$ cat src/inc/gpio_pkg.sv
// package: register map, reset values and bus types of the 8-pin gpio port
package gpio_pkg;
  // ==========================================================================
  // geometry
  localparam int unsigned PIN_COUNT = 8;
  localparam int unsigned ADDR_W = 6;
  // edges after reset release before edge detection trusts the pin level
  localparam int unsigned EDGE_ARM_CYCLES = 5;
  // ==========================================================================
  // register byte offsets (each register one aligned word)
  localparam logic [ADDR_W-1:0] OFF_PORT_OUTPUT_DATA = 6'h00;
  localparam logic [ADDR_W-1:0] OFF_PORT_PIN_INPUT = 6'h04;
  localparam logic [ADDR_W-1:0] OFF_PIN_DIRECTION = 6'h08;
  localparam logic [ADDR_W-1:0] OFF_DRIVE_STRENGTH_SELECT = 6'h0c;
  localparam logic [ADDR_W-1:0] OFF_PULL_ENABLE = 6'h10;
  localparam logic [ADDR_W-1:0] OFF_PULL_AND_EDGE_POLARITY = 6'h14;
  localparam logic [ADDR_W-1:0] OFF_EDGE_IRQ_ENABLE = 6'h18;
  localparam logic [ADDR_W-1:0] OFF_EDGE_IRQ_FLAGS = 6'h1c;
  // ==========================================================================
  // reset values
  localparam logic [7:0] RST_PORT_OUTPUT_DATA = 8'h00;
  localparam logic [7:0] RST_PIN_DIRECTION = 8'h00;
  localparam logic [7:0] RST_DRIVE_STRENGTH_SELECT = 8'h00;
  localparam logic [7:0] RST_PULL_ENABLE = 8'h00;
  localparam logic [7:0] RST_PULL_AND_EDGE_POLARITY = 8'h00;
  localparam logic [7:0] RST_EDGE_IRQ_ENABLE = 8'h00;
  localparam logic [7:0] RST_EDGE_IRQ_FLAGS = 8'h00;
  // ==========================================================================
  // axi response codes
  localparam logic [1:0] RESP_OKAY = 2'h0;
  localparam logic [1:0] RESP_SLVERR = 2'h2;
  // ==========================================================================
  // per-pin pad control bundle
  typedef struct packed {
    logic [7:0] out_value; // level driven when enabled
    logic [7:0] out_enable; // high while the pad is driven
    logic [7:0] reduced_drive; // weak output strength
    logic [7:0] pull_on; // pull device active
    logic [7:0] pull_down; // 1 pull-down, 0 pull-up
  } pad_ctrl_t;
  // register set seen by the edge detector
  typedef struct packed {
    logic [7:0] rising; // 1 rising edge, 0 falling edge
    logic [7:0] enable; // flag unmask
  } edge_cfg_t;
endpackage : gpio_pkg

$ cat src/rtl/pin_sync.sv
// three-stage pin synchroniser with agreement filter
`timescale 1ns/1ps
module pin_sync
  import gpio_pkg::*;
(
  input wire logic aclk,
  input wire logic aresetn,
  input wire logic [PIN_COUNT-1:0] pin_raw,
  output logic [PIN_COUNT-1:0] pin_clean
);
  // ==========================================================================
  // synchroniser stages
  logic [PIN_COUNT-1:0] s1_q; // metastable stage, read only by s2
  logic [PIN_COUNT-1:0] s2_q;
  logic [PIN_COUNT-1:0] s3_q;
  logic [PIN_COUNT-1:0] clean_q; // accepted level
  logic [PIN_COUNT-1:0] clean_d;

  // a change counts only once stages two and three agree
  genvar g;
  generate
    for (g = 0; g < PIN_COUNT; g++) begin : g_pin
      assign clean_d[g] = (s2_q[g] == s3_q[g]) ? s3_q[g] : clean_q[g];
    end
  endgenerate

  // shift chain; reset keeps constants only
  always_ff @(posedge aclk) begin
    if (!aresetn) begin
      s1_q <= 8'h00;
      s2_q <= 8'h00;
      s3_q <= 8'h00;
      clean_q <= 8'h00;
    end else begin
      s1_q <= pin_raw;
      s2_q <= s1_q;
      s3_q <= s2_q;
      clean_q <= clean_d;
    end
  end

  assign pin_clean = clean_q;
endmodule : pin_sync

$ cat src/rtl/edge_flags.sv
// per-pin edge detection and sticky write-one-to-clear flags
`timescale 1ns/1ps
module edge_flags
  import gpio_pkg::*;
(
  input wire logic aclk,
  input wire logic aresetn,
  input wire logic [PIN_COUNT-1:0] pin_level,
  input wire edge_cfg_t cfg,
  input wire logic [PIN_COUNT-1:0] clear_mask,
  output logic [PIN_COUNT-1:0] flags,
  output logic irq
);
  // ==========================================================================
  // state
  logic [PIN_COUNT-1:0] prev_q; // level one cycle back
  // the synchroniser restarts at zero, so a pin held high would look like
  // an edge a few cycles after release; detection waits until the level is
  // real, and an edge inside that window is not seen
  logic [EDGE_ARM_CYCLES-1:0] arm_q; // fills with ones after release
  logic [PIN_COUNT-1:0] flag_q;
  logic [PIN_COUNT-1:0] flag_d;
  logic [PIN_COUNT-1:0] hit; // active edge seen this cycle

  genvar g;
  generate
    for (g = 0; g < PIN_COUNT; g++) begin : g_edge
      // polarity picks the edge; direction plays no part
      assign hit[g] = arm_q[EDGE_ARM_CYCLES-1] & (cfg.rising[g] ? (pin_level[g] & ~prev_q[g])
                                                : (~pin_level[g] & prev_q[g]));
      // an edge beats a clear in the same cycle
      assign flag_d[g] = hit[g] | (flag_q[g] & ~clear_mask[g]);
    end
  endgenerate

  // flags and history
  always_ff @(posedge aclk) begin
    if (!aresetn) begin
      prev_q <= 8'h00;
      arm_q <= {EDGE_ARM_CYCLES{1'b0}};
      flag_q <= RST_EDGE_IRQ_FLAGS;
    end else begin
      prev_q <= pin_level;
      arm_q <= {arm_q[EDGE_ARM_CYCLES-2:0], 1'b1};
      flag_q <= flag_d;
    end
  end

  assign flags = flag_q;
  assign irq = |(flag_q & cfg.enable);
endmodule : edge_flags

$ cat src/rtl/gpio_port.sv
// gpio port top: axi4-lite register slave, pad control and pin interrupt
`timescale 1ns/1ps
module gpio_port
  import gpio_pkg::*;
(
  input wire logic aclk,
  input wire logic aresetn,
  // axi4-lite write address
  input wire logic s_axi_awvalid,
  output logic s_axi_awready,
  input wire logic [ADDR_W-1:0] s_axi_awaddr,
  input wire logic [2:0] s_axi_awprot,
  // axi4-lite write data
  input wire logic s_axi_wvalid,
  output logic s_axi_wready,
  input wire logic [31:0] s_axi_wdata,
  input wire logic [3:0] s_axi_wstrb,
  // axi4-lite write response
  output logic s_axi_bvalid,
  input wire logic s_axi_bready,
  output logic [1:0] s_axi_bresp,
  // axi4-lite read address
  input wire logic s_axi_arvalid,
  output logic s_axi_arready,
  input wire logic [ADDR_W-1:0] s_axi_araddr,
  input wire logic [2:0] s_axi_arprot,
  // axi4-lite read data
  output logic s_axi_rvalid,
  input wire logic s_axi_rready,
  output logic [31:0] s_axi_rdata,
  output logic [1:0] s_axi_rresp,
  // pins
  // pin_oe high means the port drives the pin
  input wire logic [PIN_COUNT-1:0] pin_in,
  output logic [PIN_COUNT-1:0] pin_out,
  output logic [PIN_COUNT-1:0] pin_oe,
  // function routing and pad controls
  // tie alt_owns low where no other function shares a pin
  input wire logic [PIN_COUNT-1:0] alt_owns,
  input wire logic [PIN_COUNT-1:0] alt_out,
  input wire logic [PIN_COUNT-1:0] alt_oe,
  output logic [PIN_COUNT-1:0] pad_reduced_drive,
  output logic [PIN_COUNT-1:0] pad_pull_on,
  output logic [PIN_COUNT-1:0] pad_pull_down,
  // interrupt request
  output logic port_irq
);
  // ==========================================================================
  // software registers
  // one byte per register; upper read bits are zero
  logic [7:0] port_output_data_q;
  logic [7:0] pin_direction_q;
  logic [7:0] drive_strength_select_q;
  logic [7:0] pull_enable_q;
  logic [7:0] pull_and_edge_polarity_q;
  logic [7:0] edge_irq_enable_q;
  logic [7:0] edge_irq_flags; // held inside edge_flags

  // register map, one aligned word each, byte lane 0 only:
  //   0x00 output latch; reads latch or pin by direction
  //   0x04 synchronised pin state; read only
  //   0x08 direction; 1 drives the pin
  //   0x0c reduced drive; matters on driven pins
  //   0x10 pull enable; matters on undriven pins
  //   0x14 pull polarity, also the interrupt edge
  //   0x18 interrupt enable
  //   0x1c interrupt flags; write one to clear

  // ==========================================================================
  // write channel state: address and data captured in either order
  // address half, parked until the data half arrives
  logic aw_held_q;
  logic [ADDR_W-1:0] aw_addr_q;
  // data half, parked until the address half arrives
  logic w_held_q;
  logic [31:0] w_data_q;
  logic [3:0] w_strb_q;
  // response register; one write outstanding at most
  logic bvalid_q;
  logic [1:0] bresp_q;

  // a write completes at the edge where its later half is taken;
  // bvalid rises at that edge and stands until bready.
  // trade-off: nothing is taken while a response waits, which costs
  // a cycle per write but keeps the response path a single flop

  // accept each half only while no response is pending
  assign s_axi_awready = ~aw_held_q & ~bvalid_q;
  assign s_axi_wready = ~w_held_q & ~bvalid_q;

  // a parked half wins over the live bus
  wire aw_take = s_axi_awvalid & s_axi_awready;
  wire w_take = s_axi_wvalid & s_axi_wready;
  wire aw_have = aw_held_q | aw_take;
  wire w_have = w_held_q | w_take;
  // the write is performed in the cycle both halves are present
  wire wr_fire = aw_have & w_have & ~bvalid_q;
  wire [ADDR_W-1:0] wr_addr = aw_held_q ? aw_addr_q : s_axi_awaddr;
  wire [31:0] wr_data = w_held_q ? w_data_q : s_axi_wdata;
  wire [3:0] wr_strb = w_held_q ? w_strb_q : s_axi_wstrb;
  // only byte lane 0 carries register bits; other lanes are dropped
  wire wr_lane0 = wr_strb[0];
  wire [7:0] wr_byte = wr_data[7:0];

  // ==========================================================================
  // write address decode
  // exact compares; a misaligned address selects nothing
  wire wr_sel_data = wr_fire & (wr_addr == OFF_PORT_OUTPUT_DATA);
  wire wr_sel_input = wr_fire & (wr_addr == OFF_PORT_PIN_INPUT);
  wire wr_sel_dir = wr_fire & (wr_addr == OFF_PIN_DIRECTION);
  wire wr_sel_drive = wr_fire & (wr_addr == OFF_DRIVE_STRENGTH_SELECT);
  wire wr_sel_pull = wr_fire & (wr_addr == OFF_PULL_ENABLE);
  wire wr_sel_pol = wr_fire & (wr_addr == OFF_PULL_AND_EDGE_POLARITY);
  wire wr_sel_ien = wr_fire & (wr_addr == OFF_EDGE_IRQ_ENABLE);
  wire wr_sel_flag = wr_fire & (wr_addr == OFF_EDGE_IRQ_FLAGS);
  // any other address answers slverr and writes nothing
  wire wr_mapped = wr_sel_data | wr_sel_input | wr_sel_dir | wr_sel_drive |
                   wr_sel_pull | wr_sel_pol | wr_sel_ien | wr_sel_flag;
  // input register accepts the write with okay but stores nothing
  wire [1:0] wr_resp = wr_mapped ? RESP_OKAY : RESP_SLVERR;
  // lane 0 masked: still answered okay, but nothing is stored
  wire wr_en = wr_lane0;
  // ones written to the flag register clear those flags only;
  // a new edge in the same cycle still leaves its flag set
  wire [7:0] flag_clear = (wr_sel_flag & wr_en) ? wr_byte : 8'h00;

  // ==========================================================================
  // write channel sequencing
  // held flags clear only on completion, so a half taken early
  // is never lost while the other half is on its way
  always_ff @(posedge aclk) begin
    if (!aresetn) begin
      aw_held_q <= 1'b0;
      aw_addr_q <= 6'h00;
      w_held_q <= 1'b0;
      w_data_q <= 32'h0000_0000;
      w_strb_q <= 4'h0;
      bvalid_q <= 1'b0;
      bresp_q <= RESP_OKAY;
    end else if (wr_fire) begin
      // both halves here: complete and raise the response
      aw_held_q <= 1'b0;
      w_held_q <= 1'b0;
      bvalid_q <= 1'b1;
      bresp_q <= wr_resp;
    end else begin
      if (aw_take) begin
        aw_held_q <= 1'b1;
        aw_addr_q <= s_axi_awaddr;
      end
      if (w_take) begin
        w_held_q <= 1'b1;
        w_data_q <= s_axi_wdata;
        w_strb_q <= s_axi_wstrb;
      end
      if (bvalid_q && s_axi_bready) begin
        bvalid_q <= 1'b0;
      end
    end
  end

  assign s_axi_bvalid = bvalid_q;
  assign s_axi_bresp = bresp_q;

  // ==========================================================================
  // control registers
  // limitation: upper byte lanes are ignored, so a wide write
  // stores only its low byte
  always_ff @(posedge aclk) begin
    if (!aresetn) begin
      port_output_data_q <= RST_PORT_OUTPUT_DATA;
      pin_direction_q <= RST_PIN_DIRECTION;
      drive_strength_select_q <= RST_DRIVE_STRENGTH_SELECT;
      pull_enable_q <= RST_PULL_ENABLE;
      pull_and_edge_polarity_q <= RST_PULL_AND_EDGE_POLARITY;
      edge_irq_enable_q <= RST_EDGE_IRQ_ENABLE;
    end else if (wr_en) begin
      if (wr_sel_data) begin
        port_output_data_q <= wr_byte;
      end
      if (wr_sel_dir) begin
        pin_direction_q <= wr_byte;
      end
      if (wr_sel_drive) begin
        drive_strength_select_q <= wr_byte;
      end
      if (wr_sel_pull) begin
        pull_enable_q <= wr_byte;
      end
      if (wr_sel_pol) begin
        pull_and_edge_polarity_q <= wr_byte;
      end
      if (wr_sel_ien) begin
        edge_irq_enable_q <= wr_byte;
      end
    end
  end

  // ==========================================================================
  // pin input path
  logic [PIN_COUNT-1:0] pin_level; // synchronised pin state

  // raw pins cross into the bus clock before any use; a change
  // reaches pin_level four edges later, and a one-cycle glitch never
  // does, because stages two and three must agree first
  pin_sync u_sync (
    .aclk(aclk),
    .aresetn(aresetn),
    .pin_raw(pin_in),
    .pin_clean(pin_level)
  );

  // ==========================================================================
  // edge interrupt
  // one polarity bit sets both pull direction and active edge, so
  // changing the pull also changes which edge raises a flag
  edge_cfg_t edge_cfg;
  assign edge_cfg = '{rising: pull_and_edge_polarity_q, enable: edge_irq_enable_q};

  // the request is a level: high while any enabled flag is set,
  // low as soon as software clears the last one
  edge_flags u_edges (
    .aclk(aclk),
    .aresetn(aresetn),
    .pin_level(pin_level),
    .cfg(edge_cfg),
    .clear_mask(flag_clear),
    .flags(edge_irq_flags),
    .irq(port_irq)
  );

  // ==========================================================================
  // pad control
  // the routed function takes the pin where it owns it
  wire [PIN_COUNT-1:0] drive_oe = (alt_owns & alt_oe) | (~alt_owns & pin_direction_q);
  wire [PIN_COUNT-1:0] drive_val = (alt_owns & alt_out) | (~alt_owns & port_output_data_q);

  // drive selection follows whichever owner drives the pad
  wire [PIN_COUNT-1:0] weak_drive = drive_strength_select_q & drive_oe;

  // pulls are cut while the pad drives, so they never fight the driver
  wire [PIN_COUNT-1:0] pull_active = pull_enable_q & ~drive_oe;

  // polarity reaches the pad only while a pull is active
  wire [PIN_COUNT-1:0] pull_low = pull_and_edge_polarity_q & pull_active;

  // one bundle, one driver
  pad_ctrl_t pad;
  assign pad = '{out_value: drive_val, out_enable: drive_oe, reduced_drive: weak_drive,
                 pull_on: pull_active, pull_down: pull_low};

  assign pin_out = pad.out_value;
  assign pin_oe = pad.out_enable;
  assign pad_reduced_drive = pad.reduced_drive;
  assign pad_pull_on = pad.pull_on;
  assign pad_pull_down = pad.pull_down;

  // ==========================================================================
  // read channel
  logic rvalid_q;
  logic [31:0] rdata_q;
  logic [1:0] rresp_q;

  // taken at one edge, answered at the next; the address is decoded
  // straight off the bus, so araddr must stand until arready
  assign s_axi_arready = ~rvalid_q;
  wire ar_take = s_axi_arvalid & s_axi_arready;

  // read decode; output pins show their latch, inputs show the pin
  wire [7:0] data_view = (pin_direction_q & port_output_data_q) |
                         (~pin_direction_q & pin_level);

  // address compares; each selects one register
  wire rd_sel_data = (s_axi_araddr == OFF_PORT_OUTPUT_DATA);
  wire rd_sel_input = (s_axi_araddr == OFF_PORT_PIN_INPUT);
  wire rd_sel_dir = (s_axi_araddr == OFF_PIN_DIRECTION);
  wire rd_sel_drive = (s_axi_araddr == OFF_DRIVE_STRENGTH_SELECT);
  wire rd_sel_pull = (s_axi_araddr == OFF_PULL_ENABLE);
  wire rd_sel_pol = (s_axi_araddr == OFF_PULL_AND_EDGE_POLARITY);
  wire rd_sel_ien = (s_axi_araddr == OFF_EDGE_IRQ_ENABLE);
  wire rd_sel_flag = (s_axi_araddr == OFF_EDGE_IRQ_FLAGS);

  logic [7:0] rd_byte;
  logic rd_hit;

  // if/else-if decode of the read address
  // a miss reads zero and answers slverr
  always_comb begin
    rd_byte = 8'h00;
    rd_hit = 1'b1;
    if (rd_sel_data) begin
      rd_byte = data_view;
    end else if (rd_sel_input) begin
      rd_byte = pin_level;
    end else if (rd_sel_dir) begin
      rd_byte = pin_direction_q;
    end else if (rd_sel_drive) begin
      rd_byte = drive_strength_select_q;
    end else if (rd_sel_pull) begin
      rd_byte = pull_enable_q;
    end else if (rd_sel_pol) begin
      rd_byte = pull_and_edge_polarity_q;
    end else if (rd_sel_ien) begin
      rd_byte = edge_irq_enable_q;
    end else if (rd_sel_flag) begin
      rd_byte = edge_irq_flags;
    end else begin
      rd_hit = 1'b0;
    end
  end

  // one read in flight; data held until rready
  // the byte is captured once, so a slow master reads a consistent
  // snapshot even if the pins move meanwhile
  always_ff @(posedge aclk) begin
    if (!aresetn) begin
      rvalid_q <= 1'b0;
      rdata_q <= 32'h0000_0000;
      rresp_q <= RESP_OKAY;
    end else if (ar_take) begin
      rvalid_q <= 1'b1;
      rdata_q <= {24'h00_0000, rd_byte};
      rresp_q <= rd_hit ? RESP_OKAY : RESP_SLVERR;
    end else if (rvalid_q && s_axi_rready) begin
      rvalid_q <= 1'b0;
    end
  end

  assign s_axi_rvalid = rvalid_q;
  assign s_axi_rdata = rdata_q;
  assign s_axi_rresp = rresp_q;
endmodule : gpio_port

$ cat config.mk
export PLATFORM = sky130hd
export DESIGN_NAME = gpio_port
export DESIGN_NICKNAME = d
export VERILOG_FILES = /design/src/inc/gpio_pkg.sv /design/src/rtl/pin_sync.sv /design/src/rtl/edge_flags.sv /design/src/rtl/gpio_port.sv
export SDC_FILE = /design/constraint.sdc
export NUM_CORES = 1
export LEC_CHECK = 0
export BUFFER_PORTS_ARGS = -buffer_cell sky130_fd_sc_hd__buf_2
export CELL_PAD_IN_SITES_DETAIL_PLACEMENT = 1
export CELL_PAD_IN_SITES_GLOBAL_PLACEMENT = 1
export CORE_UTILIZATION = 40
export CTS_BUF_LIST = sky130_fd_sc_hd__clkbuf_8
export DETAILED_ROUTE_END_ITERATION = 6
export GPL_ROUTABILITY_DRIVEN = 0
export PLACE_DENSITY = 0.92
export REMOVE_ABC_BUFFERS = 1
export SYNTH_ARGS = -nofsm -noshare
export SYNTH_HDL_FRONTEND = slang
export SYNTH_SLANG_ARGS = --single-unit
$ cat constraint.sdc
create_clock -name aclk -period 1.8 [get_ports aclk]
set_clock_uncertainty 0.1 [all_clocks]
set_input_delay 0.18 -clock aclk [delete_from_list [all_inputs] [get_ports aclk]]
set_output_delay 0.18 -clock aclk [all_outputs]
set_load 0.005 [all_outputs]
# After elaboration in Yosys (flattened, before gate mapping)
# Cells that the tools add are included.
[word_totals] reg_bits=132 in_bits=93
[classes] eq_ne=22 muxes=35 n_bitwise=111 n_reduce_logical=16
[ops] cell="$and 8x8->8" count=10
[ops] cell="$mux 8" count=10
[ops] cell="$and 1x1->1" count=48
[ops] cell="$eq 6x5->1 const B" count=8
[ops] cell="$not 1->1" count=30
[ops] cell="$eq 6x4->1 const B" count=4
[ops] cell="$not 8->8" count=3
[ops] cell="$or 8x8->8" count=3
[ops] cell="$mux 1" count=22
[ops] cell="$or 1x1->1" count=17
[ops] cell="$reduce_and 2->1" count=8
[ops] cell="$eq 6x3->1 const B" count=2
[ops] cell="$logic_not 6->1" count=2
[ops] cell="$eq 1x1->1" count=8
[ops] cell="$reduce_or 8->1" count=1
[ops] cell="$mux 6" count=1
[ops] cell="$mux 2" count=2
[ops] cell="$reduce_bool 2->1" count=2
[ops] cell="$logic_and 1x1->1" count=2
[ops] cell="$reduce_or 2->1" count=1

# Longest topological paths before layout
[logic_depth] depth_word=15 depth_mapped=7

# Cells and area by module
# Synthesis repeated with hierarchy kept, for this count alone.
[hier_totals] cells_unflattened=635 hier_area_um2=6084.6
[modules_own_cells] module="gpio_port" instances=1 cells_each=479 area_per_inst_um2=4290.4 seq_area_each_um2=1541.5
[modules_own_cells] module="pin_sync" instances=1 cells_each=83 area_per_inst_um2=960.9 seq_area_each_um2=640.6
[modules_own_cells] module="edge_flags" instances=1 cells_each=73 area_per_inst_um2=833.3 seq_area_each_um2=420.4

# Least setup slack after synthesis
# No wires, ideal clock.
[synth_timing] kind="reg2reg" from="register aw_held_q" to="register edge_irq_enable_q[0]" setup_time_ps=123 arrival_ps=1337 setup_slack_ps=239 stages_incl_launch_ff=7 synth_period_minus_slack_ps=1561 path_cell_list="dfxtp_1 > nor4_1 > a22oi_1 > clkbuf_1 > nand2b_1 > buf_4 > mux2i_1"
[synth_via] elab_chain_len=8 elab_cells_between_ends=10 classes_between="eq/ne: 1; mux: 1; bitwise: 7; reduce/logical: 1"
[synth_rtl] item="from (decl)" line="gpio_port.sv:72" rtl="logic aw_held_q;"
[synth_rtl] item="from (signal assigned)" line="gpio_port.sv:133" rtl="aw_held_q <= 1'b0;"
[synth_rtl] item="from (signal assigned)" line="gpio_port.sv:142" rtl="aw_held_q <= 1'b0;"
[synth_rtl] item="from (signal assigned)" line="gpio_port.sv:148" rtl="aw_held_q <= 1'b1;"
[synth_rtl] item="$not 1->1" line="gpio_port.sv:88" rtl="assign s_axi_awready = ~aw_held_q & ~bvalid_q;"
[synth_rtl] item="$and 1x1->1" line="gpio_port.sv:88"
[synth_rtl] item="$and 1x1->1" line="gpio_port.sv:92" rtl="wire aw_take = s_axi_awvalid & s_axi_awready;"
[synth_rtl] item="$or 1x1->1" line="gpio_port.sv:94" rtl="wire aw_have = aw_held_q | aw_take;"
[synth_rtl] item="$and 1x1->1 (2 in series)" line="gpio_port.sv:97" rtl="wire wr_fire = aw_have & w_have & ~bvalid_q;"
[synth_rtl] item="$and 1x1->1 *" line="gpio_port.sv:114" rtl="wire wr_sel_ien = wr_fire & (wr_addr == OFF_EDGE_IRQ_ENABLE);"
[synth_rtl] item="$reduce_and 2->1 (no source line) *"
[synth_rtl] item="to (signal assigned)" line="gpio_port.sv:194" rtl="edge_irq_enable_q <= wr_byte;"
[synth_rtl] item="to (decl)" line="gpio_port.sv:56" rtl="logic [7:0] edge_irq_enable_q;"
# Every way passes the cells marked *; elsewhere a longest branch is shown, timed or not.
# A chain may end at the register's enable or synchronous reset.

# Worst setup path in the final report
[layout_timing] from="register aw_held_q" to="register edge_irq_enable_q[6]"
# Same word-level chain as after synthesis.

==> results.json <==
{
  "min_period_over_period_pct": 97.2,
  "crit_end": "edge_irq_enable_q[6]$_SDFFE_PN0P_",
  "avgViaCountPerCell": 5.42,
  "yosys_warnings": 0,
  "multiInputGateArea_um2": 3210,
  "grt_util_met2_pct": 43.5,
  "dieArea_um2": 15600,
  "synthXorXnorAreaFrac_pct": 0,
  "synthCells": 677,
  "drtIter0Drc": 364,
  "fp.coreArea_um2": 14600,
  "final_common_cell": "dfxtp_1",
  "row_count": 44,
  "worstSetupEndpointType": "flip-flop",
  "cp.required_ps": 2020,
  "post_route_cells_drive_above_1_share_pct": 25.1,
  "cp-start-kind": "flip-flop",
  "vias": 5628,
  "port-buffer-count": 115,
  "synth_simple_gate_area_share_pct": 21.4,
  "clock_latency_ps": 440,
  "yosys.area.top_type": "dfxtp_1",
  "antenna_found_initial": 0,
  "post-route-util_pct": 52.9,
  "grt_max_degree": 41,
  "ir_drop_v": 0.000668,
  "clockBufferDepth": 2,
  "reg2reg_to": "edge_irq_enable_q[6]$_SDFFE_PN0P_",
  "hold_ws_ps": 35.3,
  "violations": "design-rule violations",
  "synthMuxAreaShare_pct": 15.3,
  "total_power_w": 0.00617,
  "ctsHtreeMaxLevel": 4,
  "min_from": "aresetn",
  "max_freq_mhz": 572,
  "p_leak_nw": 3.62,
  "place_hpwl_mm": 13.3,
  "cts_tree": "built",
  "cp.arrival_ps": 1970,
  "layout_common_cells": "128 x dfxtp_1, 113 x buf_2, 75 x mux2i_1, 75 x nand2_1, 46 x and2_1",
  "grt-ovfl-total": 0,
  "finalWirelength_mm": 18.7,
  "drc": 14,
  "numCtsBuffers": 17,
  "period_minus_slack_ps": 1750,
  "slew-limit-headroom_pct": 66.0,
  "wl_per_cell_um": 18.0,
  "synthFlopType": "dfxtp_1",
  "antenna_cells": 0,
  "synth_area_leaders": "dfxtp_1 43%, mux2i_1 13%, and2_1 4.8%, nand2_1 4.6%, buf_4 3.5%",
  "first_pass_iters": 7,
  "rsz0062_at_grt": "true",
  "die_y_um": 125,
  "r2r_start": "aw_held_q$_SDFFE_PP0P_",
  "ant_nets": 0,
  "power_density_nw_per_um2": 796,
  "cp_max_fo": 8,
  "status": "complete, but fails checks",
  "seq_area_um2": 2610,
  "synth_edf_count": 0,
  "grt_pass1_vias": 5881,
  "die_w_um": 125,
  "worstSetupPathType": "flip-flop to flip-flop",
  "seq_area_frac_synth_pct": 43.0,
  "clk_pin_slew_ps": 70,
  "setup_violations": 0,
  "netlist.area_leader.share_pct": 43.0,
  "ios": 175,
  "maxSlewViolCount": 0,
  "netlist_area_um2": 6060,
  "synth_top_family_by_area": "simple AND/OR/NAND/NOR gates",
  "r2r_setup_slack_ps": 50,
  "hold_violations": 0,
  "cp-startpoint": "aw_held_q$_SDFFE_PP0P_",
  "cts.sinks": 130,
  "hold_class": "primary input to flip-flop",
  "busiest_layer": "met2",
  "grt_pass1_wl_mm": 29.9,
  "r2r_cells": 7,
  "grt_use_total_pct": 24.4,
  "start_util_pct": 41.4,
  "synth_compound_area_share_pct": 13.5,
  "fillers": 1734,
  "area_growth_pct": 28.0,
  "yosysUniqueCellTypes": 47,
  "async_reset_ff_share_pct": 0,
  "synthAdderAreaFrac_pct": 0,
  "cts_root_buf": "clkbuf_8",
  "nets": 936,
  "met3_usage_pct": 6.12,
  "tightest_slew_ps": 510,
  "synth-seq-cells": 130,
  "maxCapViolations": 0,
  "syn_area_per_cell_um2": 8.95,
  "grt_use_met1_pct": 27.4
}
worst min path at each step:
stage | end | slack, ps | cells after the start
floorplan | u_edges.arm_q[0]$_DFF_P_ | 110 | 0
CTS | s_axi_bvalid$_SDFFE_PN0P_ | 20 | 2
global route | s_axi_bvalid$_SDFFE_PN0P_ | 40 | 2
global placement | u_sync.s1_q[4]$_SDFF_PN0_ | 290 | 2
finish | s_axi_bvalid$_SDFFE_PN0P_ | 40 | 2
detailed placement | u_sync.s1_q[2]$_SDFF_PN0_ | 290 | 2
area by class of cell:
type / count / area share, %
Multi-Input combinational cell: 494 / 41.5
Sequential cell: 130 / 33.6
Timing Repair Buffer: 184 / 16.2
Clock buffer: 21 / 3.73
Tap cell: 184 / 2.97
Clock inverter: 10 / 1.21
Inverter: 16 / 0.775
cells in the mapped netlist, types with 2 or more instances:
cell / count
and3_1: 14
o41ai_1: 3
nand3_1: 17
o21ai_0: 39
buf_2: 13
dfxtp_1: 130
mux2i_1: 79
a32oi_1: 4
buf_4: 28
o22ai_1: 5
nor3_1: 4
and2_1: 46
mux2_2: 10
o2111ai_1: 3
a21oi_1: 32
a21boi_0: 8
nand2b_1: 14
nor2b_1: 26
o211ai_1: 3
o311ai_0: 8
inv_1: 16
and2b_1: 2
a21o_1: 3
a31oi_1: 5
nand2_1: 75
a311oi_1: 3
clkbuf_1: 21
nand3b_1: 3
nand2_2: 3
a22oi_1: 8
nor2_1: 36
power by group:
part	switching [W]	internal [W]
combinational	0.000392	0.000348
clock	0.00110	0.00134
sequential	0.0000474	0.00295
critical path: stages, from the launching register on:
cell and delay [ps]:
dfxtp_4 400, nor2_4 50, nor4_4 290, buf_4 180, and2b_1 160, nand2b_1 100
buf_12 160, mux2i_4 180
metrics by stage:
stage | setup TNS, ps | setup slack [ps] | area, um2 | cells
after floorplan | -4090 | -144 | 5800 | 640
after global placement | 0 | 39.6 | 6990 | 979
after detailed placement | -806 | -139 | 6990 | 979
after CTS | -65.9 | -29.9 | 7660 | 1038
after global routing | -23.6 | -23.6 | 7750 | 1039
final | 0 | 50.7 | 7750 | 1039
repair_timing:
action / in CTS / in global routing
endpoints found under the hold margin: 26 / 0
endpoints found under the setup margin: 19 / 43
hold buffers: 27 / 0
buffers inserted: 1 / 1
gates resized for setup: 8 / 20
pin swaps: 2 / 3
gates cloned: 0 / 0
cell families (layout without fill, tap and decap cells):
logic type | Yosys count | count (layout)
other | 1 | 26
and+or+nand+nor | 249 | 249
DFF | 130 | 130
buffers and inverters | 78 | 231
AOI/OAI and AO/OA | 129 | 129
muxes | 90 | 90
routing by layer:
layer,up-vias,wire (um)
met2,217,9510
met1,2732,7560
met5,-,0
met4,0,608
li1,2629,-
met3,50,1040
Power figures use the tool's default switching activity.
